`config.mk`:
```
export PLATFORM = sky130hd
export DESIGN_NAME = ocs_config_store
export DESIGN_NICKNAME = d
export VERILOG_FILES = /design/src/design/ocs_pkg.sv /design/src/design/ocs_fuse_array.sv /design/src/design/ocs_config_store.sv
export SDC_FILE = /design/constraint.sdc
export NUM_CORES = 1
export LEC_CHECK = 0
export BUFFER_PORTS_ARGS = -buffer_cell sky130_fd_sc_hd__buf_2
export CAP_MARGIN = 15
export CORE_ASPECT_RATIO = 1.25
export CORE_MARGIN = 3
export CORE_UTILIZATION = 30
export CTS_CLUSTER_DIAMETER = 120
export DETAILED_ROUTE_END_ITERATION = 6
export GPL_ROUTABILITY_DRIVEN = 0
export SLEW_MARGIN = 20
export SYNTH_ARGS = -nofsm -noshare
export SYNTH_HDL_FRONTEND = slang
export SYNTH_SLANG_ARGS = --single-unit
```
`constraint.sdc`:
```
create_clock -name clk -period 2.93 [get_ports clk]
set_input_delay 0.7325 -clock clk [delete_from_list [all_inputs] [get_ports clk]]
set_output_delay 0.7325 -clock clk [all_outputs]
set_load 0.005 [all_outputs]
```
`src/design/ocs_pkg.sv`:
```
// shared constants and types for the one-time-programmable configuration store
`default_nettype none
package ocs_pkg;
  localparam int CLK_PERIOD_NS   = 40;
  // least durations of the fuse operations, rounded up to whole cycles
  localparam int REFRESH_TIME_NS = 2000;
  localparam int PROGRAM_TIME_NS = 100000;
  localparam int REFRESH_CYC     = (REFRESH_TIME_NS + CLK_PERIOD_NS - 1) / CLK_PERIOD_NS;
  localparam int PROGRAM_CYC     = (PROGRAM_TIME_NS + CLK_PERIOD_NS - 1) / CLK_PERIOD_NS;
  localparam int CNT_W           = 12;

  localparam int FUSE_BITS = 40;
  localparam int CFG_BITS  = 39;
  localparam int SLICE_W   = 10;
  localparam int LOCK_BIT  = 39;
  localparam int DATA_W    = 16;
  localparam int ADDR_W    = 5;

  localparam logic [ADDR_W-1:0] ADDR_CFG0     = 5'h10;
  localparam logic [ADDR_W-1:0] ADDR_CFG1     = 5'h11;
  localparam logic [ADDR_W-1:0] ADDR_CFG2     = 5'h12;
  localparam logic [ADDR_W-1:0] ADDR_CFG3     = 5'h13;
  localparam logic [ADDR_W-1:0] ADDR_CTRL     = 5'h14;
  localparam logic [ADDR_W-1:0] ADDR_STATUS   = 5'h15;
  localparam logic [ADDR_W-1:0] ADDR_READOUT  = 5'h1E;
  localparam logic [ADDR_W-1:0] ADDR_REVISION = 5'h1F;

  localparam int CTRL_OP_LSB    = 0;
  localparam int CTRL_SLICE_LSB = 2;
  localparam int CTRL_BIAS_L    = 4;
  localparam int CTRL_BIAS_H    = 5;
  localparam int STAT_ACTIVE    = 0;
  localparam int STAT_FAIL      = 1;
  localparam int STAT_REFUSED   = 2;

  localparam logic [1:0] OP_REFRESH    = 2'h1;
  localparam logic [1:0] OP_PROGRAM    = 2'h2;
  localparam logic [1:0] REV_TOP_FIXED = 2'h0;

  // configuration field positions inside the fuse word
  localparam int F_CH1_VTH  = 0;
  localparam int F_CH1_SNS  = 8;
  localparam int F_CH2_VTH  = 10;
  localparam int F_CH2_SNS  = 18;
  localparam int F_CH1_OFF  = 20;
  localparam int F_CH2_OFF  = 25;
  localparam int F_CH1_EN   = 30;
  localparam int F_CH2_EN   = 31;
  localparam int F_FS_MODE  = 32;
  localparam int F_CH1_TAR  = 35;
  localparam int F_CH2_TAR  = 36;
  localparam int F_OC_THR   = 37;

  typedef enum logic [3:0] {
    ST_IDLE    = 4'h1,
    ST_BOOT    = 4'h2,
    ST_REFRESH = 4'h4,
    ST_PROGRAM = 4'h8
  } ocs_state_t;

  function automatic logic [SLICE_W-1:0] ocs_slice_of(input logic [FUSE_BITS-1:0] bits, input logic [1:0] sel);
    ocs_slice_of = bits[sel * SLICE_W +: SLICE_W];
  endfunction : ocs_slice_of
endpackage : ocs_pkg
`default_nettype wire

```
`src/design/ocs_fuse_array.sv`:
```
// fuse array with timed refresh and program cycles
`default_nettype none
module ocs_fuse_array
  import ocs_pkg::*;
(
  input  wire logic                 clk,
  input  wire logic                 rst_n,
  input  wire logic                 start_refresh,
  input  wire logic                 start_program,
  input  wire logic [FUSE_BITS-1:0] prog_data,
  output logic                      busy,
  output logic                      done,
  output logic [FUSE_BITS-1:0]      fuse_q
);
  typedef struct packed {
    logic [FUSE_BITS-1:0] bits;
    logic [FUSE_BITS-1:0] pend;
    logic [CNT_W-1:0]     cnt;
    logic                 busy;
    logic                 prog;
    logic                 done;
  } ocs_fuse_t;

  ocs_fuse_t f_reg;
  ocs_fuse_t f_next;

  always_comb begin
    f_next      = f_reg;
    f_next.done = 1'b0;
    if (!f_reg.busy && (start_refresh || start_program)) begin
      f_next.busy = 1'b1;
      f_next.prog = start_program;
      f_next.pend = prog_data;
      f_next.cnt  = start_program ? CNT_W'(PROGRAM_CYC - 1) : CNT_W'(REFRESH_CYC - 1);
    end else if (f_reg.busy) begin
      if (f_reg.cnt == '0) begin
        f_next.busy = 1'b0;
        f_next.done = 1'b1;
        // blown fuses never return to zero
        if (f_reg.prog) begin
          f_next.bits = f_reg.bits | f_reg.pend;
        end
      end else begin
        f_next.cnt = f_reg.cnt - 1'b1;
      end
    end
  end

  // reset stands in for an unblown array; silicon fuses keep their state
  always_ff @(posedge clk) begin
    if (!rst_n) begin
      f_reg <= '0;
    end else begin
      f_reg <= f_next;
    end
  end

  assign busy   = f_reg.busy;
  assign done   = f_reg.done;
  assign fuse_q = f_reg.bits;
endmodule : ocs_fuse_array
`default_nettype wire

```
`src/design/ocs_config_store.sv`:
```
// register access to the one-time-programmable configuration store and revision
//
// How it works
// - thirty-nine of the forty fuse bits hold the configuration
// - fixed fuse ranges feed fields; bit 39 locks
// - power-up refresh loads the default configuration
// - readout shows selected ten-bit slice after a code 1 refresh, not after the power-up refresh
// - code 1 refreshes all bits; 0, 3 idle
// - code 2 programs configuration plus lock bit
// - program refused once lock bit is set
// - active bit high during any operation
// - low programming supply during program latches fail
// - latched flags clear on read
// - revision encodes fixed, derivative, mask, package, metal
// - revision at 0x1F, fixed at reset
// - readout at 0x1E, zero after reset
`default_nettype none
module ocs_config_store
  import ocs_pkg::*;
(
  input  wire logic              clk,
  input  wire logic              rst_n,
  input  wire logic              reg_wr,
  input  wire logic              reg_rd,
  input  wire logic [ADDR_W-1:0] reg_addr,
  input  wire logic [DATA_W-1:0] reg_wdata,
  input  wire logic              program_supply_undervoltage,
  input  wire logic              strap_derivative,
  input  wire logic [1:0]        strap_mask_version,
  input  wire logic              strap_package,
  input  wire logic [1:0]        strap_metal_tune,
  output logic      [DATA_W-1:0] reg_rdata,
  output logic                   otp_active,
  output logic      [7:0]        ch1_voltage_threshold,
  output logic      [1:0]        ch1_sense_threshold,
  output logic      [7:0]        ch2_voltage_threshold,
  output logic      [1:0]        ch2_sense_threshold,
  output logic      [4:0]        ch1_off_time,
  output logic      [4:0]        ch2_off_time,
  output logic                   ch1_enable,
  output logic                   ch2_enable,
  output logic      [2:0]        failsafe_mode_code,
  output logic                   ch1_thermal_autorecover,
  output logic                   ch2_thermal_autorecover,
  output logic      [1:0]        overcurrent_compare_threshold
);
  typedef struct packed {
    ocs_state_t           st;
    logic [CFG_BITS-1:0]  cfg;
    logic [1:0]           slice;
    logic                 bias_l;
    logic                 bias_h;
    logic [SLICE_W-1:0]   readout;
    logic [7:0]           revision;
    logic                 fail;
    logic                 refused;
    logic [DATA_W-1:0]    rdata;
    logic [2:0]           uv_sync;
    logic                 uv_level;
    logic                 start_ref;
    logic                 start_prog;
    logic                 active;
  } ocs_main_t;

  ocs_main_t            s_reg;
  ocs_main_t            s_next;
  logic                 fuse_busy;
  logic                 fuse_done;
  logic [FUSE_BITS-1:0] fuse_q;
  logic                 op_write;
  logic [1:0]           op_code;
  logic                 fail_set;
  logic                 status_read;
  logic                 refresh_end;
  logic [SLICE_W-1:0]   refresh_slice;

  ocs_fuse_array u_fuse (
    .clk           (clk),
    .rst_n         (rst_n),
    .start_refresh (s_reg.start_ref),
    .start_program (s_reg.start_prog),
    .prog_data     ({1'b1, s_reg.cfg}),
    .busy          (fuse_busy),
    .done          (fuse_done),
    .fuse_q        (fuse_q)
  );

  assign op_write      = reg_wr && (reg_addr == ADDR_CTRL);
  assign op_code       = reg_wdata[CTRL_OP_LSB +: 2];
  assign status_read   = reg_rd && (reg_addr == ADDR_STATUS);
  assign fail_set      = (s_reg.st == ST_PROGRAM) && s_reg.uv_level;
  assign refresh_end   = (s_reg.st == ST_REFRESH) && fuse_done;
  assign refresh_slice = ocs_slice_of(fuse_q, s_reg.slice);

  always_comb begin
    s_next            = s_reg;
    s_next.start_ref  = 1'b0;
    s_next.start_prog = 1'b0;
    // third stage is compared with the second before the level moves
    s_next.uv_sync    = {s_reg.uv_sync[1:0], program_supply_undervoltage};
    if (s_reg.uv_sync[2] == s_reg.uv_sync[1]) begin
      s_next.uv_level = s_reg.uv_sync[2];
    end

    // clear on read, a same-cycle event still wins
    if (status_read) begin
      s_next.fail    = 1'b0;
      s_next.refused = 1'b0;
    end
    if (fail_set) begin
      s_next.fail = 1'b1;
    end

    if (reg_wr) begin
      case (reg_addr)
        ADDR_CFG0: s_next.cfg[0 +: SLICE_W]           = reg_wdata[SLICE_W-1:0];
        ADDR_CFG1: s_next.cfg[SLICE_W +: SLICE_W]     = reg_wdata[SLICE_W-1:0];
        ADDR_CFG2: s_next.cfg[2 * SLICE_W +: SLICE_W] = reg_wdata[SLICE_W-1:0];
        ADDR_CFG3: s_next.cfg[CFG_BITS-1:3 * SLICE_W] = reg_wdata[SLICE_W-2:0];
        ADDR_CTRL: begin
          s_next.slice  = reg_wdata[CTRL_SLICE_LSB +: 2];
          s_next.bias_l = reg_wdata[CTRL_BIAS_L];
          s_next.bias_h = reg_wdata[CTRL_BIAS_H];
        end
        default: begin
        end
      endcase
    end

    case (s_reg.st)
      ST_IDLE: begin
        if (op_write) begin
          // refresh on code 1, codes 0 and 3 do nothing
          if (op_code == OP_REFRESH) begin
            s_next.start_ref = 1'b1;
            s_next.st        = ST_REFRESH;
          end else if (op_code == OP_PROGRAM) begin
            // program only while lock fuse is blank
            if (fuse_q[LOCK_BIT]) begin
              s_next.refused = 1'b1;
            end else begin
              // configuration and lock bit blown together
              s_next.start_prog = 1'b1;
              s_next.st         = ST_PROGRAM;
            end
          end
        end
      end
      ST_BOOT: begin
        if (fuse_done) begin
          s_next.cfg = fuse_q[CFG_BITS-1:0];
          s_next.st  = ST_IDLE;
        end
      end
      ST_REFRESH: begin
        if (fuse_done) begin
          s_next.readout = refresh_slice;
          s_next.st      = ST_IDLE;
        end
      end
      ST_PROGRAM: begin
        if (fuse_done) begin
          s_next.st = ST_IDLE;
        end
      end
      default: s_next.st = ST_IDLE;
    endcase
    s_next.active = (s_next.st != ST_IDLE);

    s_next.rdata = '0;
    if (reg_rd) begin
      case (reg_addr)
        ADDR_CFG0:     s_next.rdata = DATA_W'(ocs_slice_of({1'b0, s_reg.cfg}, 2'h0));
        ADDR_CFG1:     s_next.rdata = DATA_W'(ocs_slice_of({1'b0, s_reg.cfg}, 2'h1));
        ADDR_CFG2:     s_next.rdata = DATA_W'(ocs_slice_of({1'b0, s_reg.cfg}, 2'h2));
        ADDR_CFG3:     s_next.rdata = DATA_W'(ocs_slice_of({1'b0, s_reg.cfg}, 2'h3));
        ADDR_CTRL:     s_next.rdata = DATA_W'({s_reg.bias_h, s_reg.bias_l, s_reg.slice, 2'h0});
        ADDR_STATUS:   s_next.rdata = DATA_W'({s_reg.refused, s_reg.fail, s_reg.active});
        ADDR_READOUT:  s_next.rdata = DATA_W'(s_reg.readout);
        ADDR_REVISION: s_next.rdata = DATA_W'(s_reg.revision);
        default:       s_next.rdata = '0;
      endcase
    end
  end

  always_ff @(posedge clk) begin
    if (!rst_n) begin
      s_reg           <= '0;
      s_reg.st        <= ST_BOOT;
      s_reg.start_ref <= 1'b1;
      s_reg.active    <= 1'b1;
      s_reg.revision  <= {REV_TOP_FIXED, strap_derivative, strap_mask_version, strap_package, strap_metal_tune};
    end else begin
      s_reg <= s_next;
    end
  end

  assign reg_rdata  = s_reg.rdata;
  assign otp_active = s_reg.active;
  // fixed fuse ranges drive the configuration fields
  assign ch1_voltage_threshold         = s_reg.cfg[F_CH1_VTH +: 8];
  assign ch1_sense_threshold           = s_reg.cfg[F_CH1_SNS +: 2];
  assign ch2_voltage_threshold         = s_reg.cfg[F_CH2_VTH +: 8];
  assign ch2_sense_threshold           = s_reg.cfg[F_CH2_SNS +: 2];
  assign ch1_off_time                  = s_reg.cfg[F_CH1_OFF +: 5];
  assign ch2_off_time                  = s_reg.cfg[F_CH2_OFF +: 5];
  assign ch1_enable                    = s_reg.cfg[F_CH1_EN];
  assign ch2_enable                    = s_reg.cfg[F_CH2_EN];
  assign failsafe_mode_code            = s_reg.cfg[F_FS_MODE +: 3];
  assign ch1_thermal_autorecover       = s_reg.cfg[F_CH1_TAR];
  assign ch2_thermal_autorecover       = s_reg.cfg[F_CH2_TAR];
  assign overcurrent_compare_threshold = s_reg.cfg[F_OC_THR +: 2];

  a_refresh_start: assert property (@(posedge clk) disable iff (!rst_n)
    (s_reg.st == ST_IDLE) && op_write && (op_code == OP_REFRESH) |=> (s_reg.st == ST_REFRESH) ##1 fuse_busy)
    else $error("refresh code did not start a refresh");
  a_lock_refuse: assert property (@(posedge clk) disable iff (!rst_n)
    (s_reg.st == ST_IDLE) && op_write && (op_code == OP_PROGRAM) && fuse_q[LOCK_BIT]
      |=> s_reg.refused && !s_reg.start_prog && (s_reg.st == ST_IDLE))
    else $error("program accepted with lock set");
  a_active_busy: assert property (@(posedge clk) disable iff (!rst_n)
    fuse_busy |-> otp_active)
    else $error("active low while fuse busy");
  a_done_idle: assert property (@(posedge clk) disable iff (!rst_n)
    fuse_done |=> !otp_active && (s_reg.st == ST_IDLE))
    else $error("active did not drop at end");
  a_readout_slice: assert property (@(posedge clk) disable iff (!rst_n)
    refresh_end |=> (s_reg.readout == $past(refresh_slice)))
    else $error("readout not the selected slice");
  a_readout_hold: assert property (@(posedge clk) disable iff (!rst_n)
    !refresh_end |=> $stable(s_reg.readout))
    else $error("readout changed outside refresh end");
  a_fail_latch: assert property (@(posedge clk) disable iff (!rst_n)
    fail_set |=> s_reg.fail [*1] ##1 (s_reg.fail || $past(status_read)))
    else $error("fail flag not latched");
  a_read_clear: assert property (@(posedge clk) disable iff (!rst_n)
    status_read && !fail_set |=> !s_reg.fail && (reg_rdata[STAT_FAIL] == $past(s_reg.fail)))
    else $error("fail flag not cleared by read");
  a_busy_ignore: assert property (@(posedge clk) disable iff (!rst_n)
    (s_reg.st != ST_IDLE) && op_write |=> !s_reg.start_ref && !s_reg.start_prog)
    else $error("code accepted while busy");
  a_rev_fixed: assert property (@(posedge clk) disable iff (!rst_n)
    1'b1 |=> $stable(s_reg.revision) && (s_reg.revision[7:6] == REV_TOP_FIXED))
    else $error("revision changed after reset");
endmodule : ocs_config_store
`default_nettype wire

```
Word level (Yosys, flattened, before mapping)

Cells that the tools add are included.

Flip-flop bits (word level): 183
Input port bits: 32
Output and inout bits: 56
Logic and storage cells: 99

Add/subtract/negate cells: 1
Multiply operators: 1
Equality and inequality tests: 17
Shift-type cells: 1
Multiplexer cells: 34
Bitwise gates (word level): 7
Reductions and logical operators: 17

Operators with widths:

| cell                                                                  | number |
|---|---|
| 43-bit 2-to-1 mux                                                     | 2 |
| 10-bit one-hot mux with 8 select lines                                | 1 |
| 5-bit equality test, second input constant                            | 8 |
| 40-bit OR                                                             | 1 |
| 40-bit by 7-bit variable part select with 10-bit output               | 1 |
| 39-bit 2-to-1 mux                                                     | 1 |
| 10-bit 2-to-1 mux                                                     | 3 |
| 13-bit 2-to-1 mux                                                     | 2 |
| 12-bit 2-to-1 mux                                                     | 2 |
| 4-bit 2-to-1 mux                                                      | 6 |
| 12-bit logical NOT                                                    | 1 |
| 1-bit 2-to-1 mux                                                      | 12 |
| 4-bit one-hot mux with 3 select lines                                 | 1 |
| 12-bit by 1-bit subtractor with 12-bit output, second input constant  | 1 |
| 9-bit 2-to-1 mux                                                      | 1 |
| 2-bit AND reduction                                                   | 4 |
| 2-bit 2-to-1 mux                                                      | 3 |
| 1-bit inverter                                                        | 6 |
| 2-bit by 3-bit multiplier with 5-bit output, second input constant    | 1 |
| 5-bit OR reduction                                                    | 1 |
| 4-bit by 1-bit equality test with 1-bit output, second input constant | 1 |
| 4-bit by 2-bit equality test with 1-bit output, second input constant | 1 |
| 4-bit by 3-bit equality test with 1-bit output, second input constant | 1 |
| 4-bit equality test, second input constant                            | 1 |
| 12 further kinds                                                      | 16 |

Logic depth before layout (Yosys ltp)

Gate-level depths: netlist of run 1.

Depth after elaboration: 8
Gate-level depth with buffers: 9
Depth with buffers taken out: 6

Cells and area by module

Synthesis of run 1 repeated with hierarchy kept, for this count alone.

Cells, all modules: 854
Area total of the unflattened synthesis: 8185.4 um^2

Modules (own cells, without submodules):

| module           | times used | cells an instance | area an instance (um^2) | seq. area each (um^2) |
|---|---|---|---|---|
| ocs_config_store | 1          | 442               | 4316.6                  | 1701.6 |
| ocs_fuse_array   | 1          | 412               | 3868.7                  | 1901.8 |

Worst setup path after synthesis of run 1

Ideal clock, no wire load.

Path type: input-to-reg
From: in reg_addr[0]
To: reg s_reg, in the netlist reg_rdata[5]
Setup time: 0.079 ns
Arrival: 2.107 ns
Data required time: 2.851 ns
Path slack: 0.744 ns
Cell stages on the path: 6
Path buffers: 2
Path through: clkbuf_1 nor3b_1 and2_1 clkbuf_1 a222oi_1 a31oi_1

Word-level cells in the longest chain between the ends: 2
Elaborated cells between the ends (all ways): 9
Classes of those cells: eq/ne (8); mux (1)

Ends and longest elaborated chain:

| what                                     | RTL line                | source |
|---|---|---|
| start, declared                          | ocs_config_store.sv:25  | `input wire logic [ADDR_W-1:0] reg_addr,` |
| 5-bit equality test                      | ocs_config_store.sv:172 | `case (reg_addr)` |
| 10-bit one-hot mux with 8 select lines * | ocs_config_store.sv:172 |  |
| end signal, assigned                     | ocs_config_store.sv:194 | `s_reg <= s_next;` |
| end, declared                            | ocs_config_store.sv:65  | `ocs_main_t s_reg;` |

Every way passes the cells marked *; elsewhere a longest branch is shown, timed or not.
A chain may end at the register's enable or synchronous reset.

Final worst setup path of run 1

From: reg u_fuse.f_reg[3] (netlist bit)
To: reg u_fuse.f_reg[3] (netlist bit)

Word-level cells in the longest chain between the ends: 4
Elaborated cells between the ends (all ways): 7
Classes of those cells: add/sub (1); eq/ne (1); mux (3); reduce/logical (2)

Ends and longest elaborated chain:

| what                                          | RTL line             | source |
|---|---|---|
| start, declared                               | ocs_fuse_array.sv:24 | `ocs_fuse_t f_reg;` |
| start signal, assigned                        | ocs_fuse_array.sv:54 | `f_reg <= f_next;` |
| 12-bit by 1-bit subtractor with 12-bit output | ocs_fuse_array.sv:44 | `f_next.cnt = f_reg.cnt - 1'b1;` |
| 12-bit 2-to-1 mux                             | ocs_fuse_array.sv:36 | `if (f_reg.cnt == '0) begin` |
| 13-bit 2-to-1 mux                             | ocs_fuse_array.sv:35 | `end else if (f_reg.busy) begin` |
| 13-bit 2-to-1 mux                             | ocs_fuse_array.sv:30 | `if (!f_reg.busy && (start_refresh \|\| start_program)) begin` |

Parallel ways exist; a longest one is shown, timed or not. The select of a mux whose other input is x is not followed.

==> results of run 1 <==
-- through the flow --
step / total power [uW] / instances / cell area (um^2)
after global placement: 3170 / 1174 / 7950
final: 5440 / 1206 / 8560
after detailed placement: 3180 / 1174 / 7950
after floorplan: 3000 / 861 / 7590
after CTS: 5480 / 1206 / 8560
after global routing: 5650 / 1206 / 8560
-- cell type report --
class | instances | share of cell area
clock buffer | 20 | 0.0534
clock inverter | 12 | 0.0175
tap | 330 | 0.0482
sequential | 177 | 0.421
inverter | 5 | 0.00234
multi-input combinational | 565 | 0.391
timing repair buffer | 97 | 0.0661
-- kinds of logic after synthesis --
kind of cell / share of synthesized area
AO/OA/AOI/OAI: 0.195
XOR/XNOR: 0.00231
adder cells (fa/ha/maj): 0.00330
buffers and inverters: 0.0859
flip-flops: 0.476
multiplexers: 0.0828
other: 0.000495
AND/OR/NAND/NOR: 0.154
-- final timing paths --
kind	from	end	slack, ns	depth (start not counted)
worst max-delay path	u_fuse.f_reg[3]	u_fuse.f_reg[3]	0.82	7
worst min-delay path	s_next[5]	s_next[6]	0.43	1
worst max register to register	u_fuse.f_reg[3]	u_fuse.f_reg[3]	0.82	7
worst min register to register	s_next[5]	s_next[6]	0.43	1
-- layer usage --
metal | routed length (um) | GRT usage | up-vias | share of wire
met1 | 9750 | 0.210 | 3076 | 0.44
met5 | 0 | 0 | - | 0
met3 | 1400 | 0.0276 | 29 | 0.063
li1 | - | - | 3033 | -
met4 | 469 | 0.0547 | 0 | 0.021
met2 | 10700 | 0.265 | 240 | 0.48
-- power breakdown --
group,switching (uW),internal [uW]
clock,991,1330
sequential,101,2510
combinational,330,192
-- placed cells by master (no fill, tap or decap), types with 3 or more instances in the layout --
cell / netlist / final
nor3b_1: 3 / 3
nand2_1: 120 / 120
mux4_2: 10 / 10
nand3_1: 17 / 16
buf_2: 10 / 75
a21boi_0: 4 / 4
and3_1: 5 / 5
dfxtp_1: 171 / 171
or4_1: 5 / 5
o31a_1: 3 / 3
a22oi_1: 19 / 19
a31oi_1: 53 / 53
clkbuf_16: 0 / 17
nor2b_1: 5 / 5
nand2b_1: 4 / 4
clkinv_4: 0 / 3
a21oi_1: 100 / 100
nand4_1: 3 / 3
nor2_1: 56 / 55
nor3_1: 11 / 11
o31ai_1: 4 / 4
inv_6: 0 / 3
a222oi_1: 6 / 6
o21ai_0: 47 / 47
and2_1: 8 / 8
buf_4: 51 / 20
conb_1: 1 / 6
a32oi_1: 3 / 3
edfxtp_1: 6 / 6
mux2i_1: 39 / 39
nand4b_1: 3 / 3
inv_1: 4 / 4
==> results.py, run 1 <==
metrics = {
    "flow_run": {
        "maxCapViolCount": 0,
    },
    "synthesis": {
        "synth_top_area_frac": 0.452,
        "async_flop_share": 0,
        "ys_seq_elements": 177,
        "synth_top_cell_by_area": "dfxtp_1",
        "ys_types": 56,
        "yosysMostFrequentCell": "dfxtp_1",
        "synthTopCellsByCount": "dfxtp_1 (171), nand2_1 (120), a21oi_1 (100)",
        "synth_edf_count": 6,
        "ys.warnings.count": 0,
        "ys_top_cells_by_area": "dfxtp_1 (45%), a21oi_1 (6.6%), nand2_1 (5.9%), mux2i_1 (5.2%), buf_4 (5.1%)",
        "synthFlopType": "dfxtp_1",
        "synthesis.instances": 856,
        "syn_area_mm2": 0.00757,
        "avgSynthCellArea_um2": 8.85,
        "ys_seq_area_frac": 0.476,
    },
    "layout": {
        "fin_util": 0.347,
        "nets": 897,
        "syn_to_final_growth_pct": 13.0,
        "fill_cells": 2569,
        "diodes": 0,
        "drive_above_1_share": 0.169,
        "layout.area.seq_mm2": 0.00360,
        "multi_input_area_mm2": 0.00335,
        "largest_reg_flops": 53,
    },
    "detailed_routing": {
        "route.detailed.drc": 0,
        "post_drt_wl_per_cell_um": 18.5,
        "ant_nets": 0,
        "vias": 6378,
        "drt_wl_total_um": 22300,
        "drt_pass1_iterations": 5,
        "drt_iter0_markers": 460,
        "via_per_inst": 5.29,
    },
    "clocking": {
        "cts_tree": "done",
        "max-clock-path-buffers": 2,
        "postCtsHoldBufs": 0,
        "cts.clk_slew.worst_paths_ns": 0.07,
        "cts_buffers": 17,
        "clkLatencyLatePin_ns": 0.42,
        "cts.sinks": 177,
        "cts_max_level": 4,
        "post_cts_resized": 0,
        "postCtsSetupBuffers": 0,
        "cts_root_buf": "clkbuf_16",
    },
    "power": {
        "p_leak_uw": 0.00332,
        "ir_worst_vdd_v": 0.000397,
        "power_density_mw_per_mm2": 636,
    },
    "worst_hold_path": {
        "worstHoldPathType": "flip-flop to flip-flop",
    },
    "timing": {
        "fin_crit_sh": 0.721,
        "worstMarginPinSlew_ns": 0.765,
        "fin_setup_tns_ns": 0,
        "fin_crit_ns": 2.11,
        "whs_ns": 0.434,
        "final-setup-viol-count": 0,
        "slew_violations": 0,
        "rsz0062_at_grt": "no",
        "fin_ws_ns": 0.817,
        "hold_violations": 0,
        "clock_skew_ns": 0.0103,
        "fmax_mhz": 473,
        "relSlewSlack": 0.490,
    },
    "global_routing": {
        "grt_use_total": 0.159,
        "antenna_found_initial": 0,
        "grt_start_max_net_pins": 79,
        "grt_pass1_wl_um": 33900,
        "first_global_vias": 5691,
        "grt-ovfl-total": 0,
    },
    "setup_path": {
        "cp-end-kind": "flip-flop",
        "crit_buf_inv": 2,
        "max_stage_delay_ns": 0.49,
        "arrival_ns": 2.43,
        "crit_path_start_kind": "flip-flop",
        "required_ns": 3.25,
        "cp_cell_sequence": "inv_1 > ha_1 > nor4b_1 > and4_2 > buf_12 > o21ai_0 > o211a_1",
        "slowest_stage": "nor4b_1",
        "crit_family": "simple AND/OR/NAND/NOR gates",
        "critPathKind": "flip-flop to flip-flop",
        "critical_path.max_fanout": 54,
    },
    "placed_design": {
        "hpwl_um": 14800,
        "place_ws_ns": 0.682,
        "io_buffer_count": 75,
    },
    "die": {
        "core_area_mm2": 0.0247,
        "dieArea_mm2": 0.0272,
        "rows": 64,
        "die_w_um": 148,
        "initial_core_util": 0.307,
        "die_h_um": 184,
        "ios": 88,
    },
    "status": {
        "status": "completed",
    },
}
Power figures use the tool's default switching activity.
==> inputs of run 2 (changes only) <==
- clock period: 2.93 -> 1.8 ns (I/O delays scaled with it)
==> run 2 against run 1 <==
  * The flow now finishes with violations (negative setup slack)
  * Clock power up 51%
  * Fmax increased by 10%
  * Count of clock-buffer cells in the layout rose by 1
  * Final area is 7.4% higher
  * Clock skew down 0.0041 ns
  * Power increased by 64%
  * Critical path type unchanged
  * Largest power group unchanged
==> results.py, run 2 (synthesized netlist as in run 1, its figures left out) <==
metrics = {
    "status": {
        "status": "finished with violations",
        "violations": "negative setup slack",
    },
    "clocking": {
        "cts.sinks": 177,
        "cts_root_buf": "clkbuf_16",
        "postCtsHoldBufs": 0,
        "clkLatencyLatePin_ns": 0.43,
        "cts_tree": "done",
        "cts_max_level": 4,
        "cts.clk_slew.worst_paths_ns": 0.06,
        "cts_buffers": 17,
        "max-clock-path-buffers": 2,
    },
    "setup_path": {
        "critPathKind": "flip-flop to flip-flop",
        "r2r_cells": 4,
        "crit_path_start_kind": "flip-flop",
        "arrival_ns": 2.26,
        "critical_path.max_fanout": 2,
        "cp-end-kind": "flip-flop",
        "required_ns": 2.15,
    },
    "detailed_routing": {
        "via_per_inst": 5.21,
        "route.detailed.drc": 0,
        "drt_pass1_iterations": 5,
        "vias": 6547,
        "drt_iter0_markers": 430,
        "post_drt_wl_per_cell_um": 18.5,
        "ant_nets": 0,
        "drt_wl_total_um": 23300,
    },
    "die": {
        "initial_core_util": 0.307,
        "dieArea_mm2": 0.0272,
        "rows": 64,
        "ios": 88,
        "die_h_um": 184,
        "die_w_um": 148,
        "core_area_mm2": 0.0247,
    },
    "placed_design": {
        "io_buffer_count": 75,
        "hpwl_um": 15500,
    },
    "global_routing": {
        "grt_use_total": 0.165,
        "grt_start_max_net_pins": 79,
        "antenna_found_initial": 1,
        "grt_pass1_wl_um": 35200,
        "first_global_vias": 6061,
        "grt-ovfl-total": 0,
    },
    "power": {
        "p_leak_uw": 0.00366,
        "power_uw": 8900,
        "power_density_mw_per_mm2": 969,
        "ir_worst_vdd_v": 0.000685,
    },
    "timing": {
        "hold_violations": 0,
        "rsz0062_at_grt": "yes",
        "fin_ws_ns": -0.116,
        "slew_violations": 0,
        "worstMarginPinSlew_ns": 0.538,
        "fmax_mhz": 522,
        "whs_ns": 0.200,
        "final-setup-viol-count": 1,
        "relSlewSlack": 0.636,
        "fin_crit_ns": 1.92,
        "fin_crit_sh": 1.06,
        "clock_skew_ns": 0.00620,
    },
    "layout": {
        "fin_util": 0.373,
        "largest_reg_flops": 53,
        "fill_cells": 2526,
        "multi_input_area_mm2": 0.00342,
        "drive_above_1_share": 0.228,
        "final_common_cell": "dfxtp_1",
        "layout_common_cells": "dfxtp_1 (169), nand2_1 (120), a21oi_1 (99)",
        "syn_to_final_growth_pct": 21.3,
        "diodes": 0,
        "nets": 949,
        "layout.area.seq_mm2": 0.00361,
    },
    "worst_hold_path": {
        "hold_path_depth": 1,
        "worstHoldPathType": "input pin to flip-flop",
    },
    "flow_run": {
        "maxCapViolCount": 0,
    },
}
==> run 2: changes by cell type in the layout (fill, tap and decap cells not counted), moves of 3 or more <==
cell	before	now
a21boi_1	0	3
clkinv_2	1	5
a21boi_0	4	1
buf_12	2	14
inv_6	3	0
clkbuf_16	17	21
buf_4	20	56
==> run 2: per-layer routing <==
| metal | track usage | wire length (um) | vias to the layer above |
|---|---|---|---|
| li1 | - | - | 3143 |
| met1 | 0.204 | 9460 | 3101 |
| met2 | 0.276 | 11300 | 257 |
| met3 | 0.0400 | 1800 | 44 |
| met4 | 0.0654 | 723 | 2 |
| met5 | 0 | 13 | - |
==> run 2: area by class of cell <==
cell class | instances | area share
Tap cell | 330 | 0.0449
Timing Repair Buffer | 149 | 0.128
Inverter | 5 | 0.00218
Multi-Input combinational cell | 565 | 0.373
Clock inverter | 10 | 0.00953
Clock buffer | 21 | 0.0501
Sequential cell | 177 | 0.392
==> run 2: report_power, final <==
group	total, uW	internal (uW)	switching (uW)
clock network	3500	1960	1530
registers	4230	4080	148
logic	1180	546	634
==> run 2: worst max-delay path, cell delays in order, from the launching register on <==
cell	delay, ns
dfxtp_1	0.31
or4_4	0.53
or4b_4	0.52
or3_1	0.32
a31oi_1	0.16
==> run 2: through the flow <==
| step | area, um^2 | std cells | worst slack [ns] | TNS, ns |
|---|---|---|---|---|
| finish | 9190 | 1257 | -0.116 | -0.116 |
| detailed placement | 8440 | 1218 | -0.130 | -4.50 |
| global placement | 8440 | 1218 | -0.114 | -4.11 |
| global route | 9190 | 1257 | -0.166 | -0.166 |
| CTS | 9020 | 1251 | -0.0945 | -0.0945 |
| floorplan | 7620 | 861 | -0.0982 | -0.653 |
==> run 2: timing repair <==
| item | CTS | global route |
|---|---|---|
| setup buffers | 2 | 2 |
| setup endpoints to repair | 44 | 45 |
| gates cloned | 0 | 4 |
| resized for setup | 7 | 12 |
| pin swaps | 3 | 5 |
==> run 2: final timing paths <==
check / start / endpoint / slack (ns)
max: u_fuse.f_reg[5] / u_fuse.f_reg[10] / -0.12
min: strap_mask_version[0] / s_next[28] / 0.20
max reg2reg: u_fuse.f_reg[5] / u_fuse.f_reg[10] / -0.12
min reg2reg: s_next[5] / s_next[6] / 0.43
